`config.mk`:
```
export PLATFORM = sky130hd
export DESIGN_NAME = clock_synth_config_regs
export DESIGN_NICKNAME = d
export VERILOG_FILES = /design/src/clock_synth_pkg.sv /design/src/config_reg_cell.sv /design/src/clock_synth_config_regs.sv
export SDC_FILE = /design/constraint.sdc
export NUM_CORES = 1
export LEC_CHECK = 0
export ABC_AREA = 0
export BUFFER_PORTS_ARGS = -buffer_cell sky130_fd_sc_hd__buf_4
export CAP_MARGIN = 20
export CORE_UTILIZATION = 25
export CTS_BUF_LIST = sky130_fd_sc_hd__clkbuf_16
export DETAILED_ROUTE_END_ITERATION = 6
export MAX_ROUTING_LAYER = met4
export PLACE_DENSITY = 0.42
export SLEW_MARGIN = 25
export SYNTH_ARGS = -nofsm -noshare
export SYNTH_HDL_FRONTEND = slang
export SYNTH_SLANG_ARGS = --single-unit
export TNS_END_PERCENT = 10
```
`constraint.sdc`:
```
create_clock -name clk -period 2.1 [get_ports clk]
set_clock_uncertainty 0.15 [all_clocks]
set_input_delay 0.315 -clock clk [delete_from_list [all_inputs] [get_ports clk]]
set_output_delay 0.315 -clock clk [all_outputs]
set_load 0.005 [all_outputs]
```
`src/clock_synth_pkg.sv`:
```
// Register map, field layout and reset values of the synthesizer configuration bank
`default_nettype none
package clock_synth_pkg;
	localparam int ADDR_W = 16;
	localparam int DATA_W = 8;
	localparam int NUM_INPUTS = 4;
	localparam int NUM_DIVIDERS = 5;
	localparam int NUM_REGS = 19;
	typedef logic [ADDR_W-1:0] addr_t;
	typedef logic [DATA_W-1:0] data_t;

	// Register offsets
	localparam addr_t RAMP_CONTROL_ADDR = 16'h05a6;
	localparam addr_t REF_PIN_CONFIG_ADDR = 16'h090e;
	localparam addr_t CONTROL_IO_LEVEL_ADDR = 16'h0943;
	localparam addr_t INPUT_BUFFER_CONTROL_ADDR = 16'h0949;
	localparam addr_t INPUT_TO_DETECTOR_ENABLE_ADDR = 16'h094a;
	localparam addr_t INPUT_HYSTERESIS_LOW_ADDR = 16'h094e;
	localparam addr_t INPUT_HYSTERESIS_HIGH_ADDR = 16'h094f;
	localparam addr_t FEEDBACK_DIVIDER_MODE_ADDR = 16'h095e;
	localparam addr_t DIVIDER_HALF_STEP_ADDR = 16'h0a02;
	localparam addr_t DIVIDER_ROUTE_ENABLE_ADDR = 16'h0a03;
	localparam addr_t DIVIDER_INTEGER_SELECT_ADDR = 16'h0a04;
	localparam addr_t DIVIDER_POWER_ADDR = 16'h0a05;
	localparam addr_t DIVIDER0_HIGH_RATE_ADDR = 16'h0a14;
	localparam addr_t DIVIDER1_HIGH_RATE_ADDR = 16'h0a1a;
	localparam addr_t DIVIDER2_HIGH_RATE_ADDR = 16'h0a20;
	localparam addr_t DIVIDER3_HIGH_RATE_ADDR = 16'h0a26;
	localparam addr_t DIVIDER4_HIGH_RATE_ADDR = 16'h0a2c;
	localparam addr_t RECONFIG_SCRATCH_A_ADDR = 16'h0b24;
	localparam addr_t RECONFIG_SCRATCH_B_ADDR = 16'h0b25;

	// Defined-bit masks per register; all other bits read zero
	localparam data_t RAMP_CONTROL_MASK = 8'h08;
	localparam data_t SINGLE_BIT_MASK = 8'h01;
	localparam data_t FULL_MASK = 8'hff;
	localparam data_t NIBBLE_MASK = 8'h0f;
	localparam data_t DIVIDER_MASK = 8'h1f;
	localparam data_t HIGH_RATE_MASK = 8'h08;

	// Field positions
	localparam int RAMP_ENABLE_BIT = 3;
	localparam int REF_PIN_EXT_BIT = 0;
	localparam int IO_LEVEL_BIT = 0;
	localparam int INPUT_ENABLE_LSB = 0;
	localparam int INPUT_FORMAT_LSB = 4;

	// Reset values: ramp switching defaults on, everything else off
	localparam data_t RAMP_CONTROL_RESET = 8'h08;
	localparam data_t ZERO_RESET = 8'h00;
endpackage
`default_nettype wire

```
`src/config_reg_cell.sv`:
```
// One masked configuration register with synchronous reset
`default_nettype none
module config_reg_cell #(
	parameter logic [7:0] MASK = 8'hff,
	parameter logic [7:0] RESET_VALUE = 8'h00
) (
	input wire logic clk, // System clock
	input wire logic sys_rst, // Synchronous reset, active high
	input wire logic writeHit, // Write strobe aimed at this register
	input wire logic [7:0] writeData, // Data being written
	output logic [7:0] value // Stored value, undefined bits zero
);
	logic [7:0] valueReg;

	// Store defined bits only so reserved bits always read zero
	always_ff @(posedge clk) begin
		if (sys_rst) begin
			valueReg <= RESET_VALUE & MASK;
		end else if (writeHit) begin
			valueReg <= writeData & MASK;
		end
	end

	assign value = valueReg;
endmodule
`default_nettype wire

```
`src/clock_synth_config_regs.sv`:
```
// Configuration register bank of the clock synthesizer with its decoded control outputs
`default_nettype none
// Function
// RULE1: Ramp switching enable at 0x05A6 bit 3, one enables, enabled by default.
// RULE2: Reference pin select at 0x090E bit 0: zero crystal, one external clock.
// RULE3: Control I/O level at 0x0943 bit 0: zero 1.8 V, one 3.3 V.
// RULE4: Host with 3.3 V interface and 1.8 V core selects the higher level.
// RULE5: Input buffer enables at 0x0949 bits 3:0; zero powers that buffer down.
// RULE6: Input format bits 7:4 of 0x0949; one selects pulsed CMOS format.
// RULE7: Input n uses enable bit n and format bit n+4.
// RULE8: Route enables at 0x0A03 bits 4:0 pass divider clocks to output muxes.
// RULE9: Divide mode at 0x0A04 bits 4:0; zero fractional, one integer.
// RULE10: Host asserts soft reset after changing any divide mode bit.
// RULE11: Host keeps mode bit zero for dividers that will go fractional.
// RULE12: Divider whose power bit at 0x0A05 is zero is powered down.
// RULE13: 0x0B24 and 0x0B25 are full eight-bit read-write scratch registers.
// RULE14: Host clears divider clock disable at 0x0B4A to use a divider.
// RULE15: All registers eight bits; reads return written fields, reserved bits zero.
module clock_synth_config_regs
	import clock_synth_pkg::*;
#(
	parameter int INPUTS = clock_synth_pkg::NUM_INPUTS,
	parameter int DIVIDERS = clock_synth_pkg::NUM_DIVIDERS
) (
	input wire logic clk, // System clock, 10 MHz
	input wire logic sys_rst, // Synchronous reset, active high
	input wire logic regWrite, // Write strobe from serial interface logic
	input wire logic regRead, // Read strobe from serial interface logic
	input wire clock_synth_pkg::addr_t regAddr, // Full page plus offset address
	input wire clock_synth_pkg::data_t regWriteData, // Write data
	output clock_synth_pkg::data_t regReadData, // Registered read data
	output logic regReadValid, // One-cycle pulse with read data
	output logic regAddrHit, // High when address maps to a register
	output logic rampSwitchEnable, // Frequency-ramped switching on
	output logic refPinExternalSelect, // One external clock, zero crystal
	output logic ioLevelHigh, // One 3.3 V thresholds, zero 1.8 V
	output logic [INPUTS-1:0] inputBufferEnable, // Per-input buffer power
	output logic [INPUTS-1:0] inputPulsedFormat, // Per-input pulsed CMOS format
	output logic [DIVIDERS-1:0] dividerRouteEnable, // Divider to output muxes
	output logic [DIVIDERS-1:0] dividerIntegerMode, // One integer, zero fractional
	output logic [DIVIDERS-1:0] dividerPowerOn // Zero powers divider down
);
	import clock_synth_pkg::*;

	typedef logic [ADDR_W-1:0] addr_table_t [NUM_REGS];
	typedef logic [DATA_W-1:0] data_table_t [NUM_REGS];

	localparam addr_table_t REG_ADDRS = '{
		RAMP_CONTROL_ADDR, REF_PIN_CONFIG_ADDR, CONTROL_IO_LEVEL_ADDR, INPUT_BUFFER_CONTROL_ADDR,
		INPUT_TO_DETECTOR_ENABLE_ADDR, INPUT_HYSTERESIS_LOW_ADDR, INPUT_HYSTERESIS_HIGH_ADDR,
		FEEDBACK_DIVIDER_MODE_ADDR, DIVIDER_HALF_STEP_ADDR, DIVIDER_ROUTE_ENABLE_ADDR,
		DIVIDER_INTEGER_SELECT_ADDR, DIVIDER_POWER_ADDR, DIVIDER0_HIGH_RATE_ADDR,
		DIVIDER1_HIGH_RATE_ADDR, DIVIDER2_HIGH_RATE_ADDR, DIVIDER3_HIGH_RATE_ADDR,
		DIVIDER4_HIGH_RATE_ADDR, RECONFIG_SCRATCH_A_ADDR, RECONFIG_SCRATCH_B_ADDR
	};
	localparam data_table_t REG_MASKS = '{
		RAMP_CONTROL_MASK, SINGLE_BIT_MASK, SINGLE_BIT_MASK, FULL_MASK,
		NIBBLE_MASK, FULL_MASK, NIBBLE_MASK,
		SINGLE_BIT_MASK, DIVIDER_MASK, DIVIDER_MASK,
		DIVIDER_MASK, DIVIDER_MASK, HIGH_RATE_MASK,
		HIGH_RATE_MASK, HIGH_RATE_MASK, HIGH_RATE_MASK,
		HIGH_RATE_MASK, FULL_MASK, FULL_MASK // RULE13
	};
	localparam data_table_t REG_RESETS = '{
		RAMP_CONTROL_RESET, ZERO_RESET, ZERO_RESET, ZERO_RESET,
		ZERO_RESET, ZERO_RESET, ZERO_RESET,
		ZERO_RESET, ZERO_RESET, ZERO_RESET,
		ZERO_RESET, ZERO_RESET, ZERO_RESET,
		ZERO_RESET, ZERO_RESET, ZERO_RESET,
		ZERO_RESET, ZERO_RESET, ZERO_RESET
	};

	// Index of the register at each table slot
	localparam int IDX_RAMP = 0;
	localparam int IDX_REF_PIN = 1;
	localparam int IDX_IO_LEVEL = 2;
	localparam int IDX_INPUT_CTRL = 3;
	localparam int IDX_ROUTE = 9;
	localparam int IDX_INTEGER = 10;
	localparam int IDX_POWER = 11;
	localparam int IDX_SCRATCH_A = 17;
	localparam int IDX_SCRATCH_B = 18;

	// Address decode shared by read and write paths
	function automatic logic [NUM_REGS-1:0] decodeAddr(input logic [ADDR_W-1:0] addr);
		logic [NUM_REGS-1:0] hits;
		hits = '0;
		for (int i = 0; i < NUM_REGS; i++) begin
			hits[i] = (addr == REG_ADDRS[i]);
		end
		return hits;
	endfunction

	logic [NUM_REGS-1:0] addrHits;
	data_t regValues [NUM_REGS];
	data_t readMux;
	data_t regReadData_reg;
	logic regReadValid_reg;

	assign addrHits = decodeAddr(regAddr);
	assign regAddrHit = |addrHits;

	// One masked storage cell per mapped register
	generate
		for (genvar g = 0; g < NUM_REGS; g++) begin : gen_regs
			config_reg_cell #(
				.MASK(REG_MASKS[g]),
				.RESET_VALUE(REG_RESETS[g])
			) u_cell (
				.clk(clk),
				.sys_rst(sys_rst),
				.writeHit(regWrite && addrHits[g]), // RULE15
				.writeData(regWriteData),
				.value(regValues[g])
			);
		end
	endgenerate

	// Read multiplexer; unmapped addresses read zero
	always_comb begin
		readMux = '0;
		for (int i = 0; i < NUM_REGS; i++) begin
			if (addrHits[i]) begin
				readMux = regValues[i]; // RULE15
			end
		end
	end

	// Registered read data and its valid pulse
	always_ff @(posedge clk) begin
		if (sys_rst) begin
			regReadData_reg <= ZERO_RESET;
			regReadValid_reg <= 1'b0;
		end else begin
			regReadValid_reg <= regRead;
			if (regRead) begin
				regReadData_reg <= readMux;
			end
		end
	end

	assign regReadData = regReadData_reg;
	assign regReadValid = regReadValid_reg;

	// Single-bit controls
	assign rampSwitchEnable = regValues[IDX_RAMP][RAMP_ENABLE_BIT]; // RULE1
	assign refPinExternalSelect = regValues[IDX_REF_PIN][REF_PIN_EXT_BIT]; // RULE2
	assign ioLevelHigh = regValues[IDX_IO_LEVEL][IO_LEVEL_BIT]; // RULE3

	// Per-input enable and format bits
	generate
		for (genvar n = 0; n < INPUTS; n++) begin : gen_inputs
			assign inputBufferEnable[n] = regValues[IDX_INPUT_CTRL][INPUT_ENABLE_LSB + n]; // RULE5 RULE7
			assign inputPulsedFormat[n] = regValues[IDX_INPUT_CTRL][INPUT_FORMAT_LSB + n]; // RULE6 RULE7
		end
	endgenerate

	// Per-divider routing, mode and power
	assign dividerRouteEnable = regValues[IDX_ROUTE][DIVIDERS-1:0]; // RULE8
	assign dividerIntegerMode = regValues[IDX_INTEGER][DIVIDERS-1:0]; // RULE9
	assign dividerPowerOn = regValues[IDX_POWER][DIVIDERS-1:0]; // RULE12
endmodule
`default_nettype wire

```
Yosys cells after proc, flatten, opt, wreduce, memory -nomap -nowiden. Index checks and enable logic that the tools add are counted.

Output and inout port bits: 36. Bits in registers: 78.

Reductions and logical operators: 20. Muxes and demuxes: 19. Equality and inequality tests: 19.

Operators by type and width (number): $eq A16 B12 Y1 const B (18); $mux W8 (18); $logic_and A1 B1 Y1 (19); $reduce_or A19 Y1 (1); $eq A16 B11 Y1 const B (1); $mux W4 (1).

Longest topological paths before layout. Gate-level depths: netlist of the first run.

Depth after elaboration: 20. Gate-level depth with buffers: 8.

Modules after synthesis. Synthesis of the first run repeated with hierarchy kept, for this count alone.

Cell total of the unflattened synthesis: 685. Area total of the unflattened synthesis: 5617.9 um^2.

Modules (own cells, without submodules): clock_synth_config_regs (times used 1, cells an instance 366, area an instance 2491.1 um^2, sequential area each 180.2 um^2); config_reg_cell (gen_regs[17].u_cell ...) (times used 4, cells an instance 26, area an instance 285.3 um^2, sequential area each 160.2 um^2); config_reg_cell (gen_regs[10].u_cell ...) (times used 4, cells an instance 20, area an instance 206.4 um^2, sequential area each 100.1 um^2); config_reg_cell (gen_regs[12].u_cell ...) (times used 8, cells an instance 11, area an instance 90.1 um^2, sequential area each 20.0 um^2); config_reg_cell (gen_regs[4].u_cell ...) (times used 2, cells an instance 18, area an instance 173.9 um^2, sequential area each 80.1 um^2); config_reg_cell (gen_regs[0].u_cell) (times used 1, cells an instance 11, area an instance 91.3 um^2, sequential area each 20.0 um^2).

Worst setup path after synthesis of the first run. No wires, ideal clock.

Kind: input-to-reg. Start point: input regAddr[15]. End point: register regReadData_reg[4], in the netlist regReadData[4]. Stages: 6. Arrival: 2.024 ns. Slack: -0.153 ns. Library setup time: 0.080 ns. Required time: 1.870 ns. Cell sequence: nor4_4 > nand4b_4 > or4_4 > o21a_1 > a32o_1 > a211oi_2.

Word-level cells in the longest chain between the ends: 18.

RTL lines: start, declared (RTL line clock_synth_config_regs.sv:29) `input wire clock_synth_pkg::addr_t regAddr,`; $eq A16 B12 Y1 (RTL line clock_synth_config_regs.sv:89) `hits[i] = (addr == REG_ADDRS[i]);`; $mux W8 (16 in series) (RTL line clock_synth_config_regs.sv:123) `if (addrHits[i]) begin`; $mux W8 * (RTL line clock_synth_config_regs.sv:123); end signal, assigned (RTL line clock_synth_config_regs.sv:137) `regReadData_reg <= readMux;`; end, declared (RTL line clock_synth_config_regs.sv:97) `data_t regReadData_reg;`.

Every way passes the cells marked *; elsewhere a longest branch is shown, timed or not. A chain may end at the register's enable or synchronous reset.

Final worst setup path of the first run.
Start point: input regAddr[15]. End point: output regAddrHit.

Word-level cells in the longest chain between the ends: 2.

RTL lines: $eq A16 B11 Y1 or $eq A16 B12 Y1 (tied branches) (RTL line clock_synth_config_regs.sv:89); $reduce_or A19 Y1 * (RTL line clock_synth_config_regs.sv:101) `assign regAddrHit = |addrHits;`; end, declared (RTL line clock_synth_config_regs.sv:33) `output logic regAddrHit,`.

Marks and branches as above.

==> out/results.md, run 1 <==
* **total congestion overflow after global routing** 0
* **Worst Hold Class** primary input to flop
* **detailed-routing iteration count for the pre-antenna-repair pass** 4
* **antenna violations before repair** 0
* **final critical delay including setup and external delays** 2.37 ns
* **post-route cell area** 5670 sq um
* **global router's overall resource usage** 19.5%
* **leading post-synthesis cells by cell area** sky130_fd_sc_hd__dfxtp_1 (39%), sky130_fd_sc_hd__mux2i_1 (15%), sky130_fd_sc_hd__nor2_1 (7.9%)
* **logic gate share of total power** 9.9%
* **setup repair after global routing missed its margin** true
* **post-synth top area share** 39.0%
* **reported net switching power** 825 uW
* **fillcell total** 1649
* **detailed placer's ending HPWL** 11.7 mm
* **proportion of register bits with asynchronous set or reset after synthesis** 0%
* **CORE AREA** 15400 sq um
* **clock latency on the worst-skew pair** 0.35 ns
* **H-tree depth reported by CTS** 3
* **sequential cell fraction of total power** 44.4%
* **Gate Count Post-Synth** 473
* **number of global-route vias before repair** 3942
* **Post-Syn Nets** 501
* **internal power contribution** 2.54 mW
* **average instance area after synthesis** 8.46 sq um
* **FP Rows** 45
* **final count of pins violating max slew** 0
* **worst setup timing slack at the placement stage** -0.387 ns
* **slew at the pin closest to its max-slew limit** 0.802 ns
* **Final #Nets** 635
* **routability congestion estimate from global placement** 0.877
* **Static Leak** 2.65 nW
* **root buffer cell** sky130_fd_sc_hd__clkbuf_16
* **number of design-rule violations left by the first detailed-router iteration** 239
* **vertical extent of the die** 128 um
* **status** finished, violations left
* **cell taking the most area after synthesis** sky130_fd_sc_hd__dfxtp_1
* **worst slew margin relative to its limit** 46.5%
* **# IOs** 64
* **die width** 128 um
* **flip-flop count of the largest register after layout** 69
* **TritonCTS clock tree** built
* **switching share of total power** 24.5%
* **total power consumption of the routed design** 3.36 mW
* **count leader, synth** sky130_fd_sc_hd__nor2_1
* **total power per unit cell area** 593 nW/um^2
* **most frequent cells after synthesis** sky130_fd_sc_hd__nor2_1 (84), sky130_fd_sc_hd__dfxtp_1 (78), sky130_fd_sc_hd__mux2i_1 (61), sky130_fd_sc_hd__nand2_1 (38), sky130_fd_sc_hd__clkbuf_1 (29)
* **peak supply drop** 375 uV
* **setup violation total in the final timing report** 1
* **count of antenna-violating nets left after detailed routing** 0
* **max frequency** 423 MHz
* **total wirelength of the detailed-routed design** 15.4 mm
* **clock share of power** 45.8%
* **filler-free cell count of the finished design** 823
* **antenna fix cells** 0
* **largest net degree at the start of global routing** 74
* **fraction of layout cells with a size suffix above 1** 31.4%
* **wire length of the first global-routing pass** 23.1 mm
* **port bufs** 63
* **cell area after technology mapping** 4000 sq um
* **Max clock buf depth** 2
* **register cell area after layout** 1560 sq um
* **final hold violations** 0
* **distinct cell type count of the synthesized netlist** 60
* **part of the Yosys area used for sequential elements** 39.0%
* **Cell Count Post-Placement** 807
* **area of the multi-input gates** 2360 sq um
* **Worst Path Arrival** 1.90 ns
* **number of synthesized register bits** 78
* **placed inst area** 5310 sq um
* **share of the clock period used by the worst path after layout** 113%
* **Hold-fix buffers, CTS** 0
* **initial standard-cell utilization of the core** 25.9%
* **routed wire length per instance** 18.7 um
* **Max Cap Violations** 0
* **Final Worst Setup Slack** -0.266 ns
* **Critical Path Sink Type** primary output
* **Vias/cell** 4.98
* **critical path data required time** 1.63 ns
* **count of flip-flops with a built-in enable after synthesis** 0
* **top flip-flop cell by instance count after synthesis** sky130_fd_sc_hd__dfxtp_1
* **register clock-pin slew on the reported worst setup and hold paths** 0.06 ns
* **violated checks** setup timing
* **DRC violation count after routing** 0
* **clock buffers created by TritonCTS** 9
* **overall die area** 16500 sq um
* **sinks on the clock net** 78
* **Crit Path Category** primary input to primary output
* **total number of yosys warnings** 0
* **# Post-CTS Setup Buffers** 0
* **Area growth, synth to finish** 41.8%
* **startpoint type of the worst setup path** primary input
* **vias post-DR** 4102
* **worst-path fanout max** 4
[worst paths after layout]
| path | from | to | slack (ns) | cells after the start |
|---|---|---|---|---|
| setup / recovery | regAddr[15] | regAddrHit | -0.27 | 9 |
| hold / removal | sys_rst | gen_regs[16].u_cell.value[3]$_SDFFE_PP0P_ | 0.01 | 2 |
| setup reg to reg | gen_regs[12].u_cell.value[3]$_SDFFE_PP0P_ | regReadData[3]$_SDFFE_PP0P_ | 0.20 | 5 |
| hold reg to reg | gen_regs[18].u_cell.value[5]$_SDFFE_PP0P_ | gen_regs[18].u_cell.value[5]$_SDFFE_PP0P_ | 0.30 | 2 |
[power groups by stage]
stage                     logic (mW)  clock network [mW]  registers [mW]
final                          0.333                1.54            1.49
after global routing           0.355                1.63            1.49
after CTS                      0.327                1.58            1.49
after detailed placement       0.323                   0            1.52
after global placement         0.324                   0            1.52
after floorplan                0.142                   0            1.52
[area by class of cell]
class | instances | area share (%)
clock buffer | 9 | 3.97
clock inverter | 7 | 1.17
inverter | 7 | 0.463
multi-input combinational | 356 | 41.6
sequential | 78 | 27.5
tap | 211 | 4.65
timing repair buffer | 155 | 20.6
[metal layers]
| metal | global-route usage (%) | vias up | part of all wire [%] |
|---|---|---|---|
| met5 | - | - | 0 |
| met3 | 2.87 | 15 | 4.9 |
| met4 | 6.09 | 0 | 1.8 |
| met2 | 30.5 | 118 | 46 |
| met1 | 25.7 | 1985 | 47 |
| li1 | - | 1984 | - |
[through the flow]
step | hold WS [ns] | utilization, % | TNS, ns
6_report | 0.0106 | 36.8 | -0.266
5_1_grt | 0.00915 | 36.8 | -0.365
4_1_cts | 0.00715 | 36.5 | -0.265
3_5_place_dp | 0.295 | 34.4 | -8.31
3_3_place_gp | 0.290 | 34.4 | -7.52
2_1_floorplan | 0.254 | - | -1.31
[cells in the final DEF, fill, tap and decap left out, types with 3 or more instances in the layout]
cell and count:
sky130_fd_sc_hd__buf_4 153, sky130_fd_sc_hd__nor2_1 84, sky130_fd_sc_hd__dfxtp_1 78, sky130_fd_sc_hd__mux2i_1 61, sky130_fd_sc_hd__nand2_1 38, sky130_fd_sc_hd__a21oi_1 18
sky130_fd_sc_hd__nand4_1 15, sky130_fd_sc_hd__nor3_1 14, sky130_fd_sc_hd__nand3_1 14, sky130_fd_sc_hd__o21ai_0 9, sky130_fd_sc_hd__clkbuf_16 9, sky130_fd_sc_hd__nor2b_1 6
sky130_fd_sc_hd__nand2b_1 6, sky130_fd_sc_hd__inv_1 6, sky130_fd_sc_hd__a221o_1 5, sky130_fd_sc_hd__a221oi_1 5, sky130_fd_sc_hd__a22oi_1 5, sky130_fd_sc_hd__o211ai_1 4
sky130_fd_sc_hd__o32ai_1 4, sky130_fd_sc_hd__o2bb2ai_1 4, sky130_fd_sc_hd__nor4b_2 3, sky130_fd_sc_hd__and4b_1 3, sky130_fd_sc_hd__nor3_2 3, sky130_fd_sc_hd__nor4_2 3
sky130_fd_sc_hd__or3_1 3, sky130_fd_sc_hd__and3_1 3, sky130_fd_sc_hd__a211oi_1 3, sky130_fd_sc_hd__a22o_1 3, sky130_fd_sc_hd__clkinv_2 3
[critical path, stage by stage]
cell and delay (ns):
sky130_fd_sc_hd__buf_6 0.10, sky130_fd_sc_hd__nor4_4 0.35, sky130_fd_sc_hd__buf_4 0.19, sky130_fd_sc_hd__nand4b_4 0.11, sky130_fd_sc_hd__or4_4 0.45, sky130_fd_sc_hd__inv_2 0.07, sky130_fd_sc_hd__nor4_2 0.04, sky130_fd_sc_hd__nand4b_1 0.15
sky130_fd_sc_hd__buf_4 0.13
[logic make-up after synthesis]
| group | synth area share, % |
|---|---|
| simple gates | 28.2 |
| mux | 15.3 |
| compound gates | 13.4 |
| flops | 39.0 |
| xor+xnor | 0.438 |
| buf+inv | 3.69 |
[what timing repair did]
| action | CTS | global route |
|---|---|---|
| endpoints found under the setup margin | 3 | 7 |
| resized for setup | 8 | 8 |
| endpoints found under the hold margin | 0 | 0 |
| pin swaps | 2 | 0 |
Power figures use the tool's default switching activity.
==> inputs of run 2 (changes only) <==
- RECOVER_POWER: unset -> 100
==> run 2 against run 1 <==
  * The flow still finishes with violations (setup timing)
  * Count of clock-buffer cells in the layout did not move
  * Maximum frequency barely moved
  * Sequential share of layout area rose by 0.32 points
  * Sequential power barely moved
  * Global-route usage did not move
  * Utilization fell by 0.42 points
  * Setup slack improved by 0.00094 ns
  * Critical path depth did not move
==> out/results.md, run 2 (same netlist as run 1, synthesis figures left out) <==
* **Critical Path Sink Type** primary output, unchanged
* **flip-flop count of the largest register after layout** 69, unchanged
* **Crit Reg-Reg Endpoint** regReadData[3]$_SDFFE_PP0P_, unchanged
* **number of design-rule violations left by the first detailed-router iteration** 252, was 239
* **final count of pins violating max slew** 0, unchanged
* **total power consumption of the routed design** 3.36 mW, about the same
* **H-tree depth reported by CTS** 3, unchanged
* **total congestion overflow after global routing** 0, unchanged
* **total wirelength of the detailed-routed design** 15.3 mm, was 15.4 mm
* **DRC violation count after routing** 0, unchanged
* **final hold violations** 0, unchanged
* **# Post-CTS Setup Buffers** 0, unchanged
* **wire length of the first global-routing pass** 23.1 mm, unchanged
* **initial standard-cell utilization of the core** 25.9%, unchanged
* **final hold slack** 0.00998 ns, was 0.0106 ns
* **status** finished, violations left, unchanged
* **Crit Path Category** primary input to primary output, unchanged
* **final critical delay including setup and external delays** 2.37 ns, about the same
* **vertical extent of the die** 128 um, unchanged
* **largest net degree at the start of global routing** 74, unchanged
* **sinks on the clock net** 78, unchanged
* **most frequent standard cell in the layout excluding fill and tap cells** sky130_fd_sc_hd__buf_4, unchanged
* **critical path's largest stage delay** 0.45 ns, about the same
* **worst-path fanout max** 4, unchanged
* **critical path data required time** 1.63 ns, about the same
* **routed wire length per instance** 18.6 um, was 18.7 um
* **Max Cap Violations** 0, unchanged
* **antenna violations before repair** 0, unchanged
* **routability congestion estimate from global placement** 0.877, unchanged
* **hold path endpoint** gen_regs[16].u_cell.value[3]$_SDFFE_PP0P_, unchanged
* **sum of buffers and inverters on the critical path** 4, unchanged
* **CP max-delay cell** sky130_fd_sc_hd__or4_4, unchanged
* **global router's overall resource usage** 19.5%, unchanged
* **peak supply drop** 376 uV, was 375 uV
* **violated checks** setup timing, unchanged
* **fillcell total** 1669, was 1649
* **CORE AREA** 15400 sq um, unchanged
* **Critical R2R Launch** gen_regs[12].u_cell.value[3]$_SDFFE_PP0P_, unchanged
* **Final Worst Setup Slack** -0.265 ns, was -0.266 ns
* **overall die area** 16500 sq um, unchanged
* **number of global-route vias before repair** 3942, unchanged
* **crit path cell chain** buf_6 > nor4_4 > buf_4 > nand4b_4 > or4_4 > inv_2 > nor4_2 > nand4b_1 > buf_4, unchanged
* **register clock-pin slew on the reported worst setup and hold paths** 0.06 ns, about the same
* **Hold Path Cell Cnt** 2, unchanged
* **share of the clock period used by the worst path after layout** 113%, about the same
* **antenna fix cells** 0, unchanged
* **Static Leak** 2.59 nW, was 2.65 nW
* **Max clock buf depth** 2, unchanged
* **Final #Nets** 635, unchanged
* **worst slew margin relative to its limit** 46.3%, was 46.5%
* **placed inst area** 5310 sq um, unchanged
* **worst setup timing slack at the placement stage** -0.387 ns, unchanged
* **root buffer cell** sky130_fd_sc_hd__clkbuf_16, unchanged
* **setup violation total in the final timing report** 4, was 1
* **Area growth, synth to finish** 40.2%, was 41.8%
* **instance count on the critical path** 9, unchanged
* **clock latency on the worst-skew pair** 0.35 ns, about the same
* **Worst Min Path Start** sys_rst, unchanged
* **max frequency** 423 MHz, about the same
* **most frequent cells in the layout** sky130_fd_sc_hd__buf_4 (99), sky130_fd_sc_hd__nor2_1 (84), sky130_fd_sc_hd__dfxtp_1 (78), was sky130_fd_sc_hd__buf_4 (153), sky130_fd_sc_hd__nor2_1 (84), sky130_fd_sc_hd__dfxtp_1 (78)
* **detailed placer's ending HPWL** 11.7 mm, unchanged
* **most frequent cell on the critical path** sky130_fd_sc_hd__buf_4, unchanged
* **reg-to-reg slack, setup** 0.19 ns, was 0.20 ns
* **family with the most delay on the worst path** simple AND/OR/NAND/NOR gates, unchanged
* **final setup TNS** -0.462 ns, was -0.266 ns
* **TritonCTS clock tree** built, unchanged
* **detailed-routing iteration count for the pre-antenna-repair pass** 4, unchanged
* **setup repair after global routing missed its margin** true, unchanged
* **FP Rows** 45, unchanged
* **Hold-fix buffers, CTS** 0, unchanged
* **vias post-DR** 4155, was 4102
* **slew at the pin closest to its max-slew limit** 0.806 ns, was 0.802 ns
* **Worst Hold Class** primary input to flop, unchanged
* **post-route cell area** 5610 sq um, was 5670 sq um
* **port bufs** 63, unchanged
* **die width** 128 um, unchanged
* **clock buffers created by TritonCTS** 9, unchanged
* **# IOs** 64, unchanged
* **Worst Reg2Reg Path Length in Cells** 5, unchanged
* **total power per unit cell area** 599 nW/um^2, was 593 nW/um^2
* **Worst Path Arrival** 1.90 ns, about the same
* **count of antenna-violating nets left after detailed routing** 0, unchanged
* **startpoint type of the worst setup path** primary input, unchanged
* **fraction of layout cells with a size suffix above 1** 29.7%, was 31.4%
* **launching element of the worst setup path** regAddr[15], unchanged
* **Vias/cell** 5.05, was 4.98
-- run 2: changes by cell type in the layout (fill, tap and decap cells not counted), moves of 8 or more --
cell / previous run / this run
sky130_fd_sc_hd__clkbuf_1: 0 / 8
sky130_fd_sc_hd__buf_4: 153 / 99
sky130_fd_sc_hd__clkbuf_4: 0 / 37
sky130_fd_sc_hd__clkbuf_2: 0 / 9
-- run 2: worst max-delay path by stage --
stage | slack (ns) | end
after global routing | -0.36 | regAddrHit
after floorplan | -0.08 | gen_regs[17].u_cell.value[0]$_SDFFE_PP0P_
after CTS | -0.27 | regAddrHit
final | -0.27 | regAddrHit
after detailed placement | -0.39 | regReadData[2]$_SDFFE_PP0P_
after global placement | -0.34 | regAddrHit
-- run 2: report_power, final --
group | total [mW] | internal [mW] | switching (mW)
logic | 0.328 | 0.136 | 0.193
registers | 1.49 | 1.49 | 0.00505
clock network | 1.54 | 0.913 | 0.626
total | 3.36 | 2.54 | 0.823
-- run 2: per-layer routing --
layer / track usage, % / share of wire [%] / wire, um / up-vias
met5: - / 0 / 0 / -
met4: 6.09 / 1.7 / 260 / 0
met3: 2.87 / 4.9 / 750 / 15
met2: 30.5 / 47 / 7150 / 125
met1: 25.7 / 47 / 7190 / 2022
li1: - / - / - / 1993
-- run 2: worst register-to-register path, delay by kind of cell (launching register included) --
| kind | cells | cell delay [ns] |
|---|---|---|
| compound gates | 5 | 1.33 |
| flops | 1 | 0.33 |
-- run 2: layout make-up --
cell class | count | area (sq um) | area share (%)
inverters | 7 | 26.3 | 0.469
clock inverters | 7 | 66.3 | 1.18
well taps | 211 | 264 | 4.71
multi-input cells | 356 | 2350 | 41.8
clock buffers | 9 | 225 | 4.02
repair buffers | 155 | 1120 | 19.9
flip-flops and latches | 78 | 1560 | 27.8
-- run 2: repair_timing --
action                                  CTS  global route
hold endpoints to repair                  0             0
endpoints found under the setup margin    3             7
pin swaps                                 2             0
resized for setup                         8             8
cloned                                    0             0
-- run 2: metrics by stage --
step,util (%),std cells
after floorplan,-,473
after global placement,34.4,807
after detailed placement,34.4,807
after CTS,36.5,823
after global routing,36.4,823
final,36.4,823
